### config.mk
export PLATFORM = sky130hd
export DESIGN_NAME = lut_cell
export DESIGN_NICKNAME = d
export VERILOG_FILES = /design/src/rtl/lut_cell_pkg.sv /design/src/rtl/lut_table_if.sv /design/src/rtl/lut_table.sv /design/src/rtl/lut_cell.sv
export VERILOG_INCLUDE_DIRS = /design/src /design/src/rtl
export SDC_FILE = /design/constraint.sdc
export NUM_CORES = 1
export LEC_CHECK = 0
export ABC_CLOCK_PERIOD_IN_PS = 2300
export BUFFER_PORTS_ARGS = -buffer_cell sky130_fd_sc_hd__buf_2
export CAP_MARGIN = 30
export CORE_MARGIN = 1.5
export CORE_UTILIZATION = 55
export DETAILED_ROUTE_END_ITERATION = 8
export PLACE_DENSITY = 0.88
export SYNTH_ARGS = -nofsm -noshare
export SYNTH_HDL_FRONTEND = slang
export SYNTH_SLANG_ARGS = --single-unit
### constraint.sdc
create_clock -name clk -period 2.3 [get_ports clk]
set_clock_uncertainty 0.1 [all_clocks]
set_input_delay 0.23 -clock clk [delete_from_list [all_inputs] [get_ports clk]]
set_output_delay 0.23 -clock clk [all_outputs]
set_load 0.02 [all_outputs]
### src/rtl/lut_cell_defs.svh
`ifndef LUT_CELL_DEFS_SVH
`define LUT_CELL_DEFS_SVH

// one table: sixteen one-bit locations behind a four-bit address
`define LUT_DEPTH       16
`define LUT_AW          4
// one cell: four tables, six address lines in all
`define LUT_TABLES      4
`define LUT_CELL_AW     6
// field positions inside the cell address
`define LUT_FIFTH_BIT   4
`define LUT_SIXTH_BIT   5
// contents when no initial value is given
`define LUT_INIT_RESET  64'h0000000000000000
// polarity settings out of reset: rising edge, enable active high
`define LUT_POL_RESET   1'b0

`endif

### src/rtl/lut_cell_pkg.sv
`include "lut_cell_defs.svh"

package lut_cell_pkg;

   typedef enum logic [2:0] {
      MODE_WIDE4  = 3'b000,
      MODE_WIDE2  = 3'b001,
      MODE_DEEP64 = 3'b010,
      MODE_DUAL   = 3'b011,
      MODE_SHIFT  = 3'b100
   } mode_type;

   typedef logic [`LUT_AW-1:0] tbl_addr_type;

endpackage

### src/rtl/lut_table_if.sv
`timescale 1ns/1ps
`include "lut_cell_defs.svh"

interface lut_table_if;
   logic                 wr_en;
   logic [`LUT_AW-1:0]   wr_addr;
   logic                 wr_data;
   logic                 shift_en;
   logic                 shift_in;
   logic [`LUT_AW-1:0]   rd_addr;
   logic                 rd_data;
   logic                 last_stage;

   modport cell_side (
      output wr_en, wr_addr, wr_data, shift_en, shift_in, rd_addr,
      input  rd_data, last_stage
   );
   modport table_side (
      input  wr_en, wr_addr, wr_data, shift_en, shift_in, rd_addr,
      output rd_data, last_stage
   );
endinterface

### src/rtl/lut_table.sv
`timescale 1ns/1ps
`include "lut_cell_defs.svh"

module lut_table #(
   parameter int                DEPTH = `LUT_DEPTH,
   parameter logic [DEPTH-1:0]  INIT  = DEPTH'(`LUT_INIT_RESET)
) (
   input wire logic        clk,
   input wire logic        arst_n,
   lut_table_if.table_side port
);

   logic [DEPTH-1:0] cells_r;

   // the same cells serve as memory or as shift stages; shifting wins
   always_ff @(posedge clk or negedge arst_n) begin
      if (!arst_n) begin
         cells_r <= INIT;
      end else if (port.shift_en) begin
         cells_r <= {cells_r[DEPTH-2:0], port.shift_in};
      end else if (port.wr_en) begin
         cells_r[port.wr_addr] <= port.wr_data;
      end
   end

   // read is a plain mux of the current address
   assign port.rd_data    = cells_r[port.rd_addr];
   assign port.last_stage = cells_r[DEPTH-1];

endmodule // lut_table

### src/rtl/lut_cell.sv
// What this block does
// - each table holds sixteen one-bit locations chosen by a four-bit address
// - tables combine to 16x4, 32x2, 64x1; upper address lines decode and select
// - write only on active write clock edge with write enable asserted
// - reads follow current address; during write old data shows first
// - after the write edge the primary output shows the new value
// - write enable and capture flop enable independent; one shared clock
// - dual-port writes same data to both copies; separate read addresses
// - secondary read runs concurrently with and independently of write/primary read
// - write clock rising, enable high by default; both polarities invertible
// - contents preload from initial value, all zeros by default
// - global write permit rises only when configuration completes
// - shift mode gives selectable delay of 1 to 16 per table
// - tables cascade through serial in/out lines, up to 64 per cell
// - cascade output carries last stage; address picks any stage
// - shift on active edge with clock enable high, else hold
// - shift contents change only by shifting or by reset, which reloads the initial value
// - tables share clock and enable; unconnected enable counts as active
// - capture flop adds exactly one further edge of delay
`timescale 1ns/1ps
`include "lut_cell_defs.svh"

module lut_cell
   import lut_cell_pkg::*;
#(
   parameter logic [63:0] INIT         = `LUT_INIT_RESET,
   parameter bit          CE_CONNECTED = 1'b1
) (
   input  wire logic                    clk,
   input  wire logic                    arst_n,
   input  wire logic                    config_done,
   input  wire mode_type                cfg_mode,
   input  wire logic                    cfg_wclk_invert,
   input  wire logic                    cfg_we_invert,
   input  wire logic                    user_clk,
   input  wire logic                    write_enable,
   input  wire logic                    clock_enable,
   input  wire logic [`LUT_CELL_AW-1:0] address,
   input  wire logic [`LUT_TABLES-1:0]  data_in,
   input  wire logic [`LUT_AW-1:0]      secondary_read_address,
   input  wire logic                    cascade_serial_in,
   output logic                         global_write_permit,
   output logic [`LUT_TABLES-1:0]       data_out,
   output logic                         primary_read_output,
   output logic                         secondary_read_output,
   output logic [`LUT_TABLES-1:0]       captured_out,
   output logic                         cascade_serial_out
);

   ////////////////////////////////////////////////////////////////////
   // configuration capture

   mode_type                  mode_r;
   logic                      wclk_inv_r;
   logic                      we_inv_r;
   logic                      permit_r;

   // settings follow the ports only until configuration completes
   always_ff @(posedge clk or negedge arst_n) begin
      if (!arst_n) begin
         mode_r     <= MODE_WIDE4;
         wclk_inv_r <= `LUT_POL_RESET;
         we_inv_r   <= `LUT_POL_RESET;
      end else if (!permit_r) begin
         mode_r     <= cfg_mode;
         wclk_inv_r <= cfg_wclk_invert;
         we_inv_r   <= cfg_we_invert;
      end
   end

   // sticky: nothing but a new configuration (reset) drops it
   always_ff @(posedge clk or negedge arst_n) begin
      if (!arst_n) begin
         permit_r <= 1'b0;
      end else if (config_done) begin
         permit_r <= 1'b1;
      end
   end

   ////////////////////////////////////////////////////////////////////
   // user clock edge, enables

   logic                      wclk_prev_r;
   logic                      user_edge;
   logic                      we_eff;
   logic                      ce_eff;
   logic                      wr_go;
   logic                      shift_go;
   logic                      fifth_address_line;
   logic                      sixth_address_line;
   logic [1:0]                tbl_sel;

   always_ff @(posedge clk or negedge arst_n) begin
      if (!arst_n) begin
         wclk_prev_r <= 1'b0;
      end else begin
         wclk_prev_r <= user_clk;
      end
   end

   // user clock is sampled logic, so its edge is a one-cycle event
   assign user_edge = (wclk_prev_r != user_clk) && (user_clk != wclk_inv_r);
   assign we_eff    = write_enable ^ we_inv_r;
   // unconnected enable behaves as tied active
   assign ce_eff    = !CE_CONNECTED || clock_enable;

   assign wr_go    = permit_r && user_edge && we_eff &&
                     (mode_r != MODE_SHIFT);
   assign shift_go = permit_r && user_edge && ce_eff &&
                     (mode_r == MODE_SHIFT);

   assign fifth_address_line = address[`LUT_FIFTH_BIT];
   assign sixth_address_line = address[`LUT_SIXTH_BIT];
   assign tbl_sel            = {sixth_address_line, fifth_address_line};

   ////////////////////////////////////////////////////////////////////
   // write decode and read addresses

   logic [`LUT_TABLES-1:0]    we_v;
   logic [`LUT_TABLES-1:0]    wd_v;
   tbl_addr_type              ra_v [`LUT_TABLES];
   logic [`LUT_TABLES-1:0]    rd_v;
   logic [`LUT_TABLES-1:0]    last_v;

   always_comb begin
      we_v = '0;
      wd_v = '0;
      for (int j = 0; j < `LUT_TABLES; j++) begin
         ra_v[j] = address[`LUT_AW-1:0];
      end
      case (mode_r)
         MODE_WIDE4: begin
            we_v = {`LUT_TABLES{wr_go}};
            wd_v = data_in;
         end
         MODE_WIDE2: begin
            // tables 0,1 hold bit 0; tables 2,3 hold bit 1
            for (int j = 0; j < `LUT_TABLES; j++) begin
               we_v[j] = wr_go && (fifth_address_line == j[0]);
               wd_v[j] = data_in[j / 2];
            end
         end
         MODE_DEEP64: begin
            for (int j = 0; j < `LUT_TABLES; j++) begin
               we_v[j] = wr_go && (tbl_sel == j[1:0]);
               wd_v[j] = data_in[0];
            end
         end
         MODE_DUAL: begin
            // both copies take the same word at the write address
            we_v[1:0] = {2{wr_go}};
            wd_v[1:0] = {2{data_in[0]}};
            ra_v[1]   = secondary_read_address;
         end
         MODE_SHIFT: begin
            we_v = '0;
         end
         default: begin
            we_v = '0;
         end
      endcase
   end

   ////////////////////////////////////////////////////////////////////
   // the four tables, chained for shift mode

   lut_table_if tbl [`LUT_TABLES] ();

   genvar g;
   generate
      for (g = 0; g < `LUT_TABLES; g++) begin : gen_tbl
         assign tbl[g].wr_en    = we_v[g];
         assign tbl[g].wr_addr  = address[`LUT_AW-1:0];
         assign tbl[g].wr_data  = wd_v[g];
         assign tbl[g].shift_en = shift_go;
         assign tbl[g].rd_addr  = ra_v[g];
         assign rd_v[g]         = tbl[g].rd_data;
         assign last_v[g]       = tbl[g].last_stage;
         if (g == 0) begin : gen_head
            assign tbl[g].shift_in = cascade_serial_in;
         end else begin : gen_link
            assign tbl[g].shift_in = last_v[g-1];
         end
         // contents are never cleared by a shift, only by reconfiguring
         lut_table #(
            .DEPTH (`LUT_DEPTH),
            .INIT  (INIT[g*`LUT_DEPTH +: `LUT_DEPTH])
         ) u_table (
            .clk    (clk),
            .arst_n (arst_n),
            .port   (tbl[g])
         );
      end
   endgenerate

   ////////////////////////////////////////////////////////////////////
   // read select

   logic [`LUT_TABLES-1:0]    data_sel;

   always_comb begin
      data_sel = '0;
      case (mode_r)
         MODE_WIDE4: begin
            data_sel = rd_v;
         end
         MODE_WIDE2: begin
            data_sel[0] = fifth_address_line ? rd_v[1] : rd_v[0];
            data_sel[1] = fifth_address_line ? rd_v[3] : rd_v[2];
         end
         MODE_DEEP64, MODE_SHIFT: begin
            data_sel[0] = rd_v[tbl_sel];
         end
         MODE_DUAL: begin
            data_sel[0] = rd_v[0];
         end
         default: begin
            data_sel = '0;
         end
      endcase
   end

   ////////////////////////////////////////////////////////////////////
   // outputs

   logic [`LUT_TABLES-1:0]    data_out_r;
   logic                      primary_r;
   logic                      secondary_r;
   logic [`LUT_TABLES-1:0]    captured_r;
   logic                      serial_out_r;

   // the write lands at the end of the edge cycle, so this sample shows
   // the old word then and the new one a cycle later
   always_ff @(posedge clk or negedge arst_n) begin
      if (!arst_n) begin
         data_out_r <= '0;
         primary_r  <= 1'b0;
      end else begin
         data_out_r <= data_sel;
         primary_r  <= data_sel[0];
      end
   end

   always_ff @(posedge clk or negedge arst_n) begin
      if (!arst_n) begin
         secondary_r <= 1'b0;
      end else begin
         secondary_r <= (mode_r == MODE_DUAL) ? rd_v[1] : 1'b0;
      end
   end

   // capture flop shares the user clock but has its own enable
   always_ff @(posedge clk or negedge arst_n) begin
      if (!arst_n) begin
         captured_r <= '0;
      end else if (user_edge && ce_eff) begin
         captured_r <= data_sel;
      end
   end

   always_ff @(posedge clk or negedge arst_n) begin
      if (!arst_n) begin
         serial_out_r <= 1'b0;
      end else begin
         serial_out_r <= last_v[`LUT_TABLES-1];
      end
   end

   assign global_write_permit   = permit_r;
   assign data_out              = data_out_r;
   assign primary_read_output   = primary_r;
   assign secondary_read_output = secondary_r;
   assign captured_out          = captured_r;
   assign cascade_serial_out    = serial_out_r;
endmodule // lut_cell

==> results of run 1 <==
==> per-stage QoR <==
stage	instances	utilization, %	hold slack (ns)	TNS [ns]	total power [uW]
global route	685	67.51	0.007060	-0.6084	4015
detailed placement	661	63.49	0.1207	-0.1638	2645
global placement	661	63.49	0.1111	0	2600
CTS	683	66.76	0.002316	0	3784
finish	685	67.51	0.001812	-0.1331	3849
floorplan	527	-	-0.1656	-0.09762	2325
==> cells by family (layout without fill, tap and decap cells) <==
group           after synthesis  count (layout)  synth area share (%)
compound gates              230             230                 28.59
buf+inv                      52             105                 4.995
xor+xnor                      3               3                0.5464
simple gates                128             128                 12.80
mux                          33              33                 10.93
flops                        81              81                 42.14
==> cell type report <==
type	instances	area, um2	share of cell area (%)
multi-input cells	394	2587	45.96
flip-flops and latches	81	2027	36.00
repair buffers	83	651.9	11.58
well taps	105	131.4	2.333
clock buffers	10	127.6	2.267
clock inverters	6	82.58	1.467
inverters	6	22.52	0.4000
==> power by group <==
part	switching [uW]	leakage (uW)	total [uW]	internal (uW)
clock	534	0.000106	1140	606
sequential	182	0.00108	1790	1610
combinational	536	0.00126	921	385
==> cells in the mapped netlist, types with 2 or more instances <==
library cell / n
a2111oi_0: 4
mux2i_1: 15
nor3_1: 8
buf_2: 12
or2_2: 3
buf_4: 4
buf_1: 4
a22oi_1: 54
dfrtp_1: 81
clkbuf_1: 24
mux4_1: 4
inv_1: 6
buf_6: 2
mux4_2: 9
nand3_1: 6
nor2_1: 40
o21a_1: 2
nand2b_1: 7
xor2_1: 2
a21oi_1: 41
nand2_1: 43
nand3b_1: 2
a221oi_1: 2
mux2_2: 4
nor2b_1: 6
o22ai_1: 17
and2_1: 2
o21ai_0: 102
==> worst paths after layout <==
check,startpoint,to,slack [ns],cells after the start
max,mode_r[0],data_out[1],-0.08,7
min,cfg_mode[0],mode_r[0],0.002,2
max reg2reg,mode_r[0],data_out[1],-0.08,7
min reg2reg,captured_out[3],captured_out[3],0.37,2
max in group asynchronous,arst_n,gen_tbl[3].u_table.cells_r[12],1.23,3
min in group asynchronous,arst_n,data_out[0],0.25,2
==> metal layers <==
layer  part of all wire, %  routed length, um
met1                    37               5243
met2                    47               6630
met3                    10               1444
met4                   4.8                671
met5                     0                  0
==> flip-flops by register name, indices dropped and copies added, names as in the netlist <==
name,count
gen_tbl.u_table.cells_r,64
captured_out,4
data_out,4
mode_r,3
cascade_serial_out,1
global_write_permit,1
secondary_read_output,1
wclk_inv_r,1
wclk_prev_r,1
we_inv_r,1
==> repair_timing <==
action | in CTS | in global routing
hold endpoints to repair | 40 | 0
setup endpoints to repair | 16 | 59
setup buffers | 0 | 2
resized for setup | 1 | 12
pin swaps | 0 | 5
hold buffers | 6 | 0
==> critical path: stages (launching register included) <==
cell	delay, ns
dfrtp_1	0.43
nand3b_4	0.12
mux2i_4	0.35
mux4_2	0.53
or3b_1	0.19
nand4_2	0.12
or2_1	0.25
a21o_1	0.17
==> results.md, run 1 <==
- Status: finished with violations
- Failing checks: negative setup slack
- Setup WS post-layout: -0.07633 ns
- Static Leakage: about 0.0024 uW
- Core Footprint: ~0.0083 mm2
- Fraction of registers with async set or reset after synthesis: between 90% and 100%
- Final Critical Period: approximately 2.4 ns
- Ant. Diodes: 0
- Area share of the largest cell type after synthesis: a little over two fifths
- Worst Path Max Fanout: 4
- Final HPWL DP: between 9000 and 10000 um
- GRT Max-Usage Layer: met2
- First-pass GRT wire length: roughly 22000 um
- CTS tree: built
- Largest cells by area after synthesis: dfrtp_1 (42%), o21ai_0 (11%), a22oi_1 (8.4%)
- CP arrival: ~2.5 ns
- RSZ-0062 raised after global routing: yes
- Post-synthesis net count: approximately 550
- Global route total overflow: 0
- Worst slack at placement: -0.02787 ns
- Final critical-path share of the clock period: 103.3%
- Final Setup Violations: 2
- Chip Width: ~97 um
- Grt met1 use: about two fifths
- Layout cells sized above 1: about a fifth
- Critical path class: reg2reg
- Cell Rows: 33
- Via count: ~4700
- Die area: between 0.009 and 0.01 mm2
- Pre-Repair DR Iteration Count: 5
- Antenna violations before repair: 0
- Avg Inst Size Synth: between 9 and 10 um2
- Crit end category: flip-flop
- IO Count: 38
- Initial Utilization: approximately 58%
- VDD IR max: ~0.44 mV
- Via density per instance: approximately 6.9
- Slew Limit Headroom: ~62%
- Final ANT Viol Nets: 0
- Critical Path Start Type: flip-flop
- Pin count of the biggest net entering global routing: 47
- DRC violations left: 0
- Commonest non-fill, non-tap cell in the layout: o21ai_0
- Routed WL per cell: between 20 and 25 um
- Synth-to-layout area growth: 17.07%
- Area after DPL: 0.005295 mm2
- Post-Syn Instances: about 530
- EDFF count, synth: 0
- Final hold violation count: 0
- Fill cells: a little over 600
- Synth Register Bits: 81
- Worst-Skew Late Latency: between 0.3 and 0.4 ns
- CTS Buffer Depth: 2
- IO Port Bufs: 37
- Inserted Clock Buffers: 9
- Hold crit path type: in2reg
- Tot GR Track Use: 31.79%
- CTS root buf: clkbuf_8
- Met3 Usage GRT: about 8.1%
- Post-synthesis sequential area ratio: 42.14%
- Post-Layout Inst Area: 0.005630 mm2
- Max Cap Viol: 0
- Cell Area, Synth: a little under 0.005 mm2
- CTS clk-pin slew, worst paths: 0.09 ns
- Yosys top cell by area: dfrtp_1
- Final net count: between 600 and 700
- CTS Sinks: slightly above 80
- GP Congestion: about 0.94
- DRT iter0 DRCs: approximately 550
- Vias in the first global route: ~4500
- Post-synth top flop: dfrtp_1
- Slew Viols, Final: 0
- Yosys warning total: 0
- Data required time of the worst path: 2.46 ns
- Slew @ Worst Pin: roughly 0.56 ns
- Drt total wl: ~14000 um
- Cell variety after synth: 49
- H-Tree Level Count: 3
- Most frequent cells in the layout: o21ai_0 (99), dfrtp_1 (81), a22oi_1 (54), nand2_1 (42), a21oi_1 (41)
- Die H: roughly 97 um
- Met2 GRT Util: 52.21%
- Fmax: 420.8 MHz
- Pwr Density: slightly below 700 mW/mm2
(Power assumes the default switching activity.)
==> inputs of run 2 (changes only) <==
SYNTH_HIERARCHICAL = 1   (was default)
==> run 2 against run 1 <==
Compared with the run above:
- the run still ends with negative setup slack left
- global-route usage is 2.3 points lower
- sequential share of layout area is 0.52 points lower
- area after synthesis is 2.8% higher
- critical path type unchanged
- largest cell class unchanged
==> results.md, run 2 <==
- Worst-Skew Late Latency: 0.37 ns (about the same)
- Max Cap Viol: 0 (unchanged)
- Cell Rows: 34 (was 33)
- Post-Syn Instances: 527 (unchanged)
- CTS root buf: clkbuf_8 (unchanged)
- WP buf/inv: 0 (unchanged)
- CP arrival: 2.91 ns (was 2.53 ns)
- Status: finished with violations (unchanged)
- Yosys warning total: 6 (was 0)
- Fill cells: 672 (was 613)
- Largest cells by area after synthesis: dfrtp_1 (41%), mux4_1 (8.5%), a31oi_1 (8.2%) (was dfrtp_1 (42%), o21ai_0 (11%), a22oi_1 (8.4%))
- Slew @ Worst Pin: 0.5064 ns (was 0.5634 ns)
- Hold Crit Depth: 2 (unchanged)
- CP max-delay cell: mux4_2 (unchanged)
- Fraction of registers with async set or reset after synthesis: 100.0% (unchanged)
- Final ANT Viol Nets: 0 (unchanged)
- DRC violations left: 0 (unchanged)
- Via density per instance: 6.671 (was 6.920)
- CTS Sinks: 81 (unchanged)
- Pre-Repair DR Iteration Count: 7 (was 5)
- Slew Viols, Final: 0 (unchanged)
- Most numerous cell in the Yosys netlist: dfrtp_1 (was o21ai_0)
- Area share of the largest cell type after synthesis: 40.99% (was 42.14%)
- Post-Layout Inst Area: 0.005713 mm2 (was 0.005630 mm2)
- Post-synthesis net count: 553 (unchanged)
- Reg2Reg Depth: 9 (was 7)
- Die H: 97.82 um (was 96.52 um)
- # placed instances: 681 (was 661)
- Final HPWL DP: 9438 um (was 9094 um)
- Yosys top cell by area: dfrtp_1 (unchanged)
- Static Leakage: 0.002403 uW (was 0.002449 uW)
- Util after Layout: 65.51% (was 67.51%)
- Tot GR Track Use: 29.46% (was 31.79%)
- Drt total wl: 13550 um (was 13990 um)
- Antenna violations before repair: 0 (unchanged)
- Most frequent cells in the layout: dfrtp_1 (81), nor2_1 (73), a31oi_1 (65), o21ai_0 (65), nand3_1 (54) (was o21ai_0 (99), dfrtp_1 (81), a22oi_1 (54), nand2_1 (42), a21oi_1 (41))
- DRT iter0 DRCs: 429 (was 549)
- GP Congestion: 0.9349 (was 0.9363)
- Max reg flops: 64 (unchanged)
- Setup WS post-layout: -0.4510 ns (was -0.07633 ns)
- Worst Path Max Fanout: 4 (unchanged)
- Max stage delay on crit path: 0.49 ns (was 0.53 ns)
- Routed WL per cell: 19.27 um (was 20.42 um)
- Fmax: 363.5 MHz (was 420.8 MHz)
- Cell Area, Synth: 0.004945 mm2 (was 0.004810 mm2)
- H-Tree Level Count: 3 (unchanged)
- Synth-to-layout area growth: 15.54% (was 17.07%)
- Inserted Clock Buffers: 9 (unchanged)
- Final Setup Violations: 3 (was 2)
- Global route total overflow: 0 (unchanged)
- Worst Hold End: mode_r[2] (was mode_r[0])
- R2R Path End: captured_out[0] (was data_out[1])
- Final hold violation count: 0 (unchanged)
- Critical Path Start Type: flip-flop (unchanged)
- IO Count: 38 (unchanged)
- Final Critical Period: 2.751 ns (was 2.376 ns)
- Hold Startpoint: cfg_mode[2] (was cfg_mode[0])
- CP top delay family: multiplexers (unchanged)
- First-pass GRT wire length: 22390 um (was 22380 um)
- Hold crit path type: in2reg (unchanged)
- CTS tree: built (unchanged)
- Data required time of the worst path: 2.46 ns (about the same)
- Avg Inst Size Synth: 9.383 um2 (was 9.126 um2)
- Pwr Density: 939.7 mW/mm2 (was 683.6 mW/mm2)
- Reg2Reg Setup Slack: -0.45 ns (was -0.08 ns)
- Cells along the critical path: nand3b_1 -> mux2_4 -> mux4_2 -> mux2i_1 -> mux2i_1 -> mux4_2 -> nand3_2 -> o21ai_2 -> mux2_4 (was nand3b_4 -> mux2i_4 -> mux4_2 -> or3b_1 -> nand4_2 -> or2_1 -> a21o_1)
- Post-synthesis sequential area ratio: 40.99% (was 42.14%)
- Slew Limit Headroom: 66.24% (was 62.15%)
- Final net count: 617 (was 601)
- Die area: 0.009568 mm2 (was 0.009315 mm2)
- Crit end category: flip-flop (unchanged)
- Failing checks: negative setup slack (unchanged)
- Final critical-path share of the clock period: 119.6% (was 103.3%)
- CP Launch Point: mode_r[2] (was mode_r[0])
- Cell variety after synth: 38 (was 49)
- Commonest cells in the netlist: dfrtp_1 (81), nor2_1 (73), o21ai_0 (67) (was o21ai_0 (102), dfrtp_1 (81), a22oi_1 (54))
- Commonest non-fill, non-tap cell in the layout: dfrtp_1 (was o21ai_0)
- CTS clk-pin slew, worst paths: 0.09 ns (about the same)
- RSZ-0062 raised after global routing: yes (unchanged)
- Initial Utilization: 56.70% (was 57.67%)
- Post-synth top flop: dfrtp_1 (unchanged)
- CTS Buffer Depth: 2 (unchanged)
- Layout cells sized above 1: 22.18% (was 21.21%)
- R2r startpoint: mode_r[2] (was mode_r[0])
- Core Footprint: 0.008721 mm2 (was 0.008341 mm2)
- Synth Register Bits: 81 (unchanged)
- Critical path class: reg2reg (unchanged)
- Setup tns final: -0.7623 ns (was -0.1331 ns)
- Vias in the first global route: 4394 (was 4468)
- IO Port Bufs: 37 (unchanged)
- Chip Width: 97.82 um (was 96.52 um)
- Via count: 4690 (was 4740)
- Area after DPL: 0.005438 mm2 (was 0.005295 mm2)
- Reg with most FFs: gen_tbl.u_table/cells_r (was gen_tbl.u_table.cells_r)
- EDFF count, synth: 0 (unchanged)
- VDD IR max: 0.4877 mV (was 0.4418 mV)
- Ant. Diodes: 0 (unchanged)
- Fin cells: 703 (was 685)
- Pin count of the biggest net entering global routing: 45 (was 47)
-- run 2: worst register-to-register path: cells and delay by family, from the launching register on --
kind            cells  cell delay, ns
flops               1            0.38
compound gates      1            0.06
simple gates        2            0.27
mux                 6            1.83
-- run 2: logic make-up after synthesis --
group,Yosys count,share of synthesized area [%]
simple gates,213,23.10
compound gates,144,16.65
flops,81,40.99
mux,45,15.03
buf+inv,42,3.871
xor+xnor,2,0.3543
-- run 2: metrics by stage --
stage / hold slack, ns / setup slack [ns] / total power, uW
6_report: 0.005474 / -0.4510 / 5368
5_1_grt: 0.008363 / -0.5643 / 5683
4_1_cts: 0.009947 / -0.4560 / 5353
3_5_place_dp: 0.1378 / -0.4389 / 4292
3_3_place_gp: 0.1262 / -0.3517 / 4191
2_1_floorplan: -0.1656 / -0.5656 / 3633
-- run 2: routing by layer --
metal	vias up	GRT usage (%)	share of wire, %
met2	278	47.92	48
met4	0	9.341	2.1
li1	2126	-	-
met1	2243	40.52	42
met3	43	5.297	8.1
met5	-	0	0
-- run 2: worst max-delay path by stage --
| stage | end | slack (ns) | depth (start not counted) |
|---|---|---|---|
| finish | captured_out[0] | -0.45 | 9 |
| global placement | captured_out[0] | -0.35 | 9 |
| CTS | captured_out[0] | -0.46 | 9 |
| global route | captured_out[0] | -0.56 | 9 |
| detailed placement | captured_out[0] | -0.44 | 9 |
| floorplan | captured_out[0] | -0.57 | 10 |
-- run 2: area by class of cell --
| type | instances | area, um2 | share of cell area (%) |
|---|---|---|---|
| sequential | 81 | 2027 | 35.48 |
| inverter | 7 | 26.28 | 0.4599 |
| multi-input combinational | 404 | 2741 | 47.99 |
| clock buffer | 10 | 127.6 | 2.234 |
| tap | 108 | 135.1 | 2.365 |
| timing repair buffer | 88 | 598.1 | 10.47 |
| clock inverter | 5 | 57.56 | 1.007 |
-- run 2: repair_timing --
item,4_1_cts,5_1_grt
hold buffers,6,0
setup endpoints to repair,3,69
buffers inserted,1,1
endpoints found under the hold margin,42,0
gates resized for setup,1,7
pin swaps,0,2
-- run 2: where the power goes --
group | leakage [uW] | total (uW) | internal [uW] | switching (uW)
Sequential | 0.000991 | 2540 | 2050 | 497
Clock | 0.0000961 | 1030 | 496 | 536
Combinational | 0.00132 | 1790 | 924 | 869
==> inputs of run 3 (changes only) <==
ABC_CLOCK_PERIOD_IN_PS = 3100   (was 2300)
CORE_UTILIZATION = 59   (was 55)
PLACE_DENSITY = 0.9   (was 0.88)
clock period = 3.1 ns   (was 2.3 ns; I/O delays follow)
==> run 3 against run 2 <==
Compared with the run above:
- the run now ends clean
- non-clock buffer count decreased by 31
- maximum frequency shrank 6.8%
- sequential cell count unchanged
- critical endpoint unchanged
- final area is 4.5% lower
- largest power group unchanged
- critical path depth unchanged
- critical path type unchanged
- register-to-register slack better by 0.60 ns
- worst hold slack better by 0.048 ns
- via count shrank 2.0%
==> results.md, run 3 (synthesized netlist as in run 2, its figures left out) <==
- Status: finished clean (was finished with violations)
- Critical Path Start Type: flip-flop (unchanged)
- Slew Viols, Final: 0 (unchanged)
- R2r startpoint: mode_r[2] (unchanged)
- Hold crit path type: in2reg (unchanged)
- Global route total overflow: 0 (unchanged)
- VDD IR max: 0.2848 mV (was 0.4877 mV)
- Final Critical Period: 2.952 ns (was 2.751 ns)
- Pre-Repair DR Iteration Count: 5 (was 7)
- Setup tns final: 0 ns (was -0.7623 ns)
- Cell Rows: 33 (was 34)
- Die area: 0.008939 mm2 (was 0.009568 mm2)
- Clock power frac: 17.7% (was 19.2%)
- Synth-to-layout area growth: 10.30% (was 15.54%)
- First-pass GRT wire length: 21580 um (was 22390 um)
- CTS clk-pin slew, worst paths: 0.08 ns (was 0.09 ns)
- Pwr Density: 695.6 mW/mm2 (was 939.7 mW/mm2)
- Inserted Clock Buffers: 9 (unchanged)
- GP Congestion: 0.9506 (was 0.9349)
- Layout cells sized above 1: 17.17% (was 22.18%)
- Util after Layout: 66.71% (was 65.51%)
- CTS Sinks: 81 (unchanged)
- Reg2Reg Depth: 9 (unchanged)
- Max stage delay on crit path: 0.55 ns (was 0.49 ns)
- Pin count of the biggest net entering global routing: 50 (was 45)
- Static Leakage: 0.002255 uW (was 0.002403 uW)
- Data required time of the worst path: 3.23 ns (was 2.46 ns)
- Seq pwr share: 49.7% (was 47.4%)
- Final ANT Viol Nets: 0 (unchanged)
- Reg2Reg Setup Slack: 0.15 ns (was -0.45 ns)
- Commonest non-fill, non-tap cell in the layout: dfrtp_1 (unchanged)
- Final Setup Violations: 0 (was 3)
- Worst-Skew Late Latency: 0.35 ns (was 0.37 ns)
- Worst Setup EP: captured_out[0] (unchanged)
- Fmax: 338.8 MHz (was 363.5 MHz)
- Final HPWL DP: 8950 um (was 9438 um)
- Slew Limit Headroom: 26.59% (was 66.24%)
- # placed instances: 652 (was 681)
- Max Cap Viol: 0 (unchanged)
- Via count: 4594 (was 4690)
- RSZ-0062 raised after global routing: no (was yes)
- Vias in the first global route: 4410 (was 4394)
- Final critical-path share of the clock period: 95.21% (was 119.6%)
- Final hold violation count: 0 (unchanged)
- CP max-delay cell: mux4_1 (was mux4_2)
- Cells along the critical path: nand3b_1 -> mux2_4 -> mux4_1 -> mux2i_1 -> mux2i_1 -> mux4_2 -> nand3_2 -> o21ai_2 -> mux2_4 (was nand3b_1 -> mux2_4 -> mux4_2 -> mux2i_1 -> mux2i_1 -> mux4_2 -> nand3_2 -> o21ai_2 -> mux2_4)
- Switch share: 35.86% (was 35.42%)
- Hold Crit Depth: 2 (unchanged)
- CTS root buf: clkbuf_8 (unchanged)
- CTS Buffer Depth: 2 (unchanged)
- Post-Layout Inst Area: 0.005454 mm2 (was 0.005713 mm2)
- Area after DPL: 0.005266 mm2 (was 0.005438 mm2)
- Chip Width: 94.55 um (was 97.82 um)
- IO Port Bufs: 37 (unchanged)
- Initial Utilization: 60.48% (was 56.70%)
- Reg with most FFs: gen_tbl.u_table/cells_r (unchanged)
- CP Launch Point: mode_r[2] (unchanged)
- Via density per instance: 6.857 (was 6.671)
- Slew @ Worst Pin: 1.099 ns (was 0.5064 ns)
- IO Count: 38 (unchanged)
- Critical path class: reg2reg (unchanged)
- Most frequent cells in the layout: dfrtp_1 (81), nor2_1 (73), o21ai_0 (67), a31oi_1 (65), nand3_1 (54) (was dfrtp_1 (81), nor2_1 (73), a31oi_1 (65), o21ai_0 (65), nand3_1 (54))
- Routed WL per cell: 19.23 um (was 19.27 um)
- Hold Slack: 0.05376 ns (was 0.005474 ns)
- Crit end category: flip-flop (unchanged)
- Drt total wl: 12880 um (was 13550 um)
- NetSw: 1361 uW (was 1901 uW)
- Antenna violations before repair: 0 (unchanged)
- Gate power share: 32.6% (was 33.4%)
- Ant. Diodes: 0 (unchanged)
- DRT iter0 DRCs: 380 (was 429)
- H-Tree Level Count: 3 (unchanged)
- R2R Path End: captured_out[0] (unchanged)
- Internal: 2433 uW (was 3467 uW)
- CTS tree: built (unchanged)
- Final net count: 586 (was 617)
- Fin cells: 670 (was 703)
- Max reg flops: 64 (unchanged)
- CP arrival: 3.08 ns (was 2.91 ns)
- Core Footprint: 0.008175 mm2 (was 0.008721 mm2)
- Tot GR Track Use: 31.10% (was 29.46%)
- DRC violations left: 0 (unchanged)
- Worst Path Max Fanout: 5 (was 4)
- Die H: 94.55 um (was 97.82 um)
==> run 3: cell count changes in the layout (fill, tap and decap cells not counted), moves of 3 or more <==
| cell | previous run | this run |
|---|---|---|
| mux4_1 | 12 | 16 |
| buf_4 | 45 | 17 |
| dlygate4sd3_1 | 6 | 2 |
| mux4_2 | 5 | 1 |
| clkinvlp_4 | 0 | 3 |
==> run 3: what timing repair did <==
| item | 4_1_cts | 5_1_grt |
|---|---|---|
| setup endpoints to repair | 0 | 1 |
| hold endpoints to repair | 33 | 0 |
| resized for setup | 0 | 1 |
| hold buffers | 2 | 0 |
| setup buffers | 0 | 0 |
==> run 3: worst max-delay path, delay by kind of cell, from the launching register on <==
family	cells	cell delay (ns)
mux	6	1.93
compound gates	1	0.06
simple gates	2	0.37
flops	1	0.38
==> run 3: worst min path at each step <==
stage,startpoint,slack (ns),end
after detailed placement,arst_n,0.19,gen_tbl[0].u_table/cells_r[8]
after global placement,gen_tbl[3].u_table/cells_r[15],0.30,cascade_serial_out
after global routing,config_done,0.05,global_write_permit
final,config_done,0.05,global_write_permit
after CTS,config_done,0.05,global_write_permit
after floorplan,arst_n,-0.09,captured_out[0]
==> run 3: cell type report <==
type | count | area, um2
Timing Repair Buffer | 57 | 375.4
Clock buffer | 11 | 131.4
Tap cell | 105 | 131.4
Clock inverter | 5 | 32.53
Fill cell | 613 | 2721
Sequential cell | 81 | 2027
Multi-Input combinational cell | 404 | 2730
Inverter | 7 | 26.28
==> run 3: metal layers <==
metal	vias to the layer above	share of wire, %	global-route usage, %	routed length (um)
met3	47	9.6	4.750	1240
met5	-	0	0	0
met1	2141	40	42.57	5132
met2	344	48	49.16	6122
li1	2062	-	-	-
met4	0	3.0	13.68	388
==> run 3: power by group through the flow <==
stage | logic [uW] | registers [uW] | clock network (uW)
floorplan | 895 | 1790 | 0
global placement | 1150 | 1860 | 0
detailed placement | 1220 | 1880 | 0
CTS | 1220 | 1870 | 682
global route | 1360 | 1940 | 733
finish | 1240 | 1890 | 672
==> run 3: metrics by stage <==
| step | total power [uW] | worst slack, ns |
|---|---|---|
| after CTS | 3771 | 0.08451 |
| final | 3794 | 0.1484 |
| after floorplan | 2682 | 0.1422 |
| after global routing | 4035 | 0.02275 |
| after detailed placement | 3099 | 0.09808 |
| after global placement | 3005 | 0.2503 |
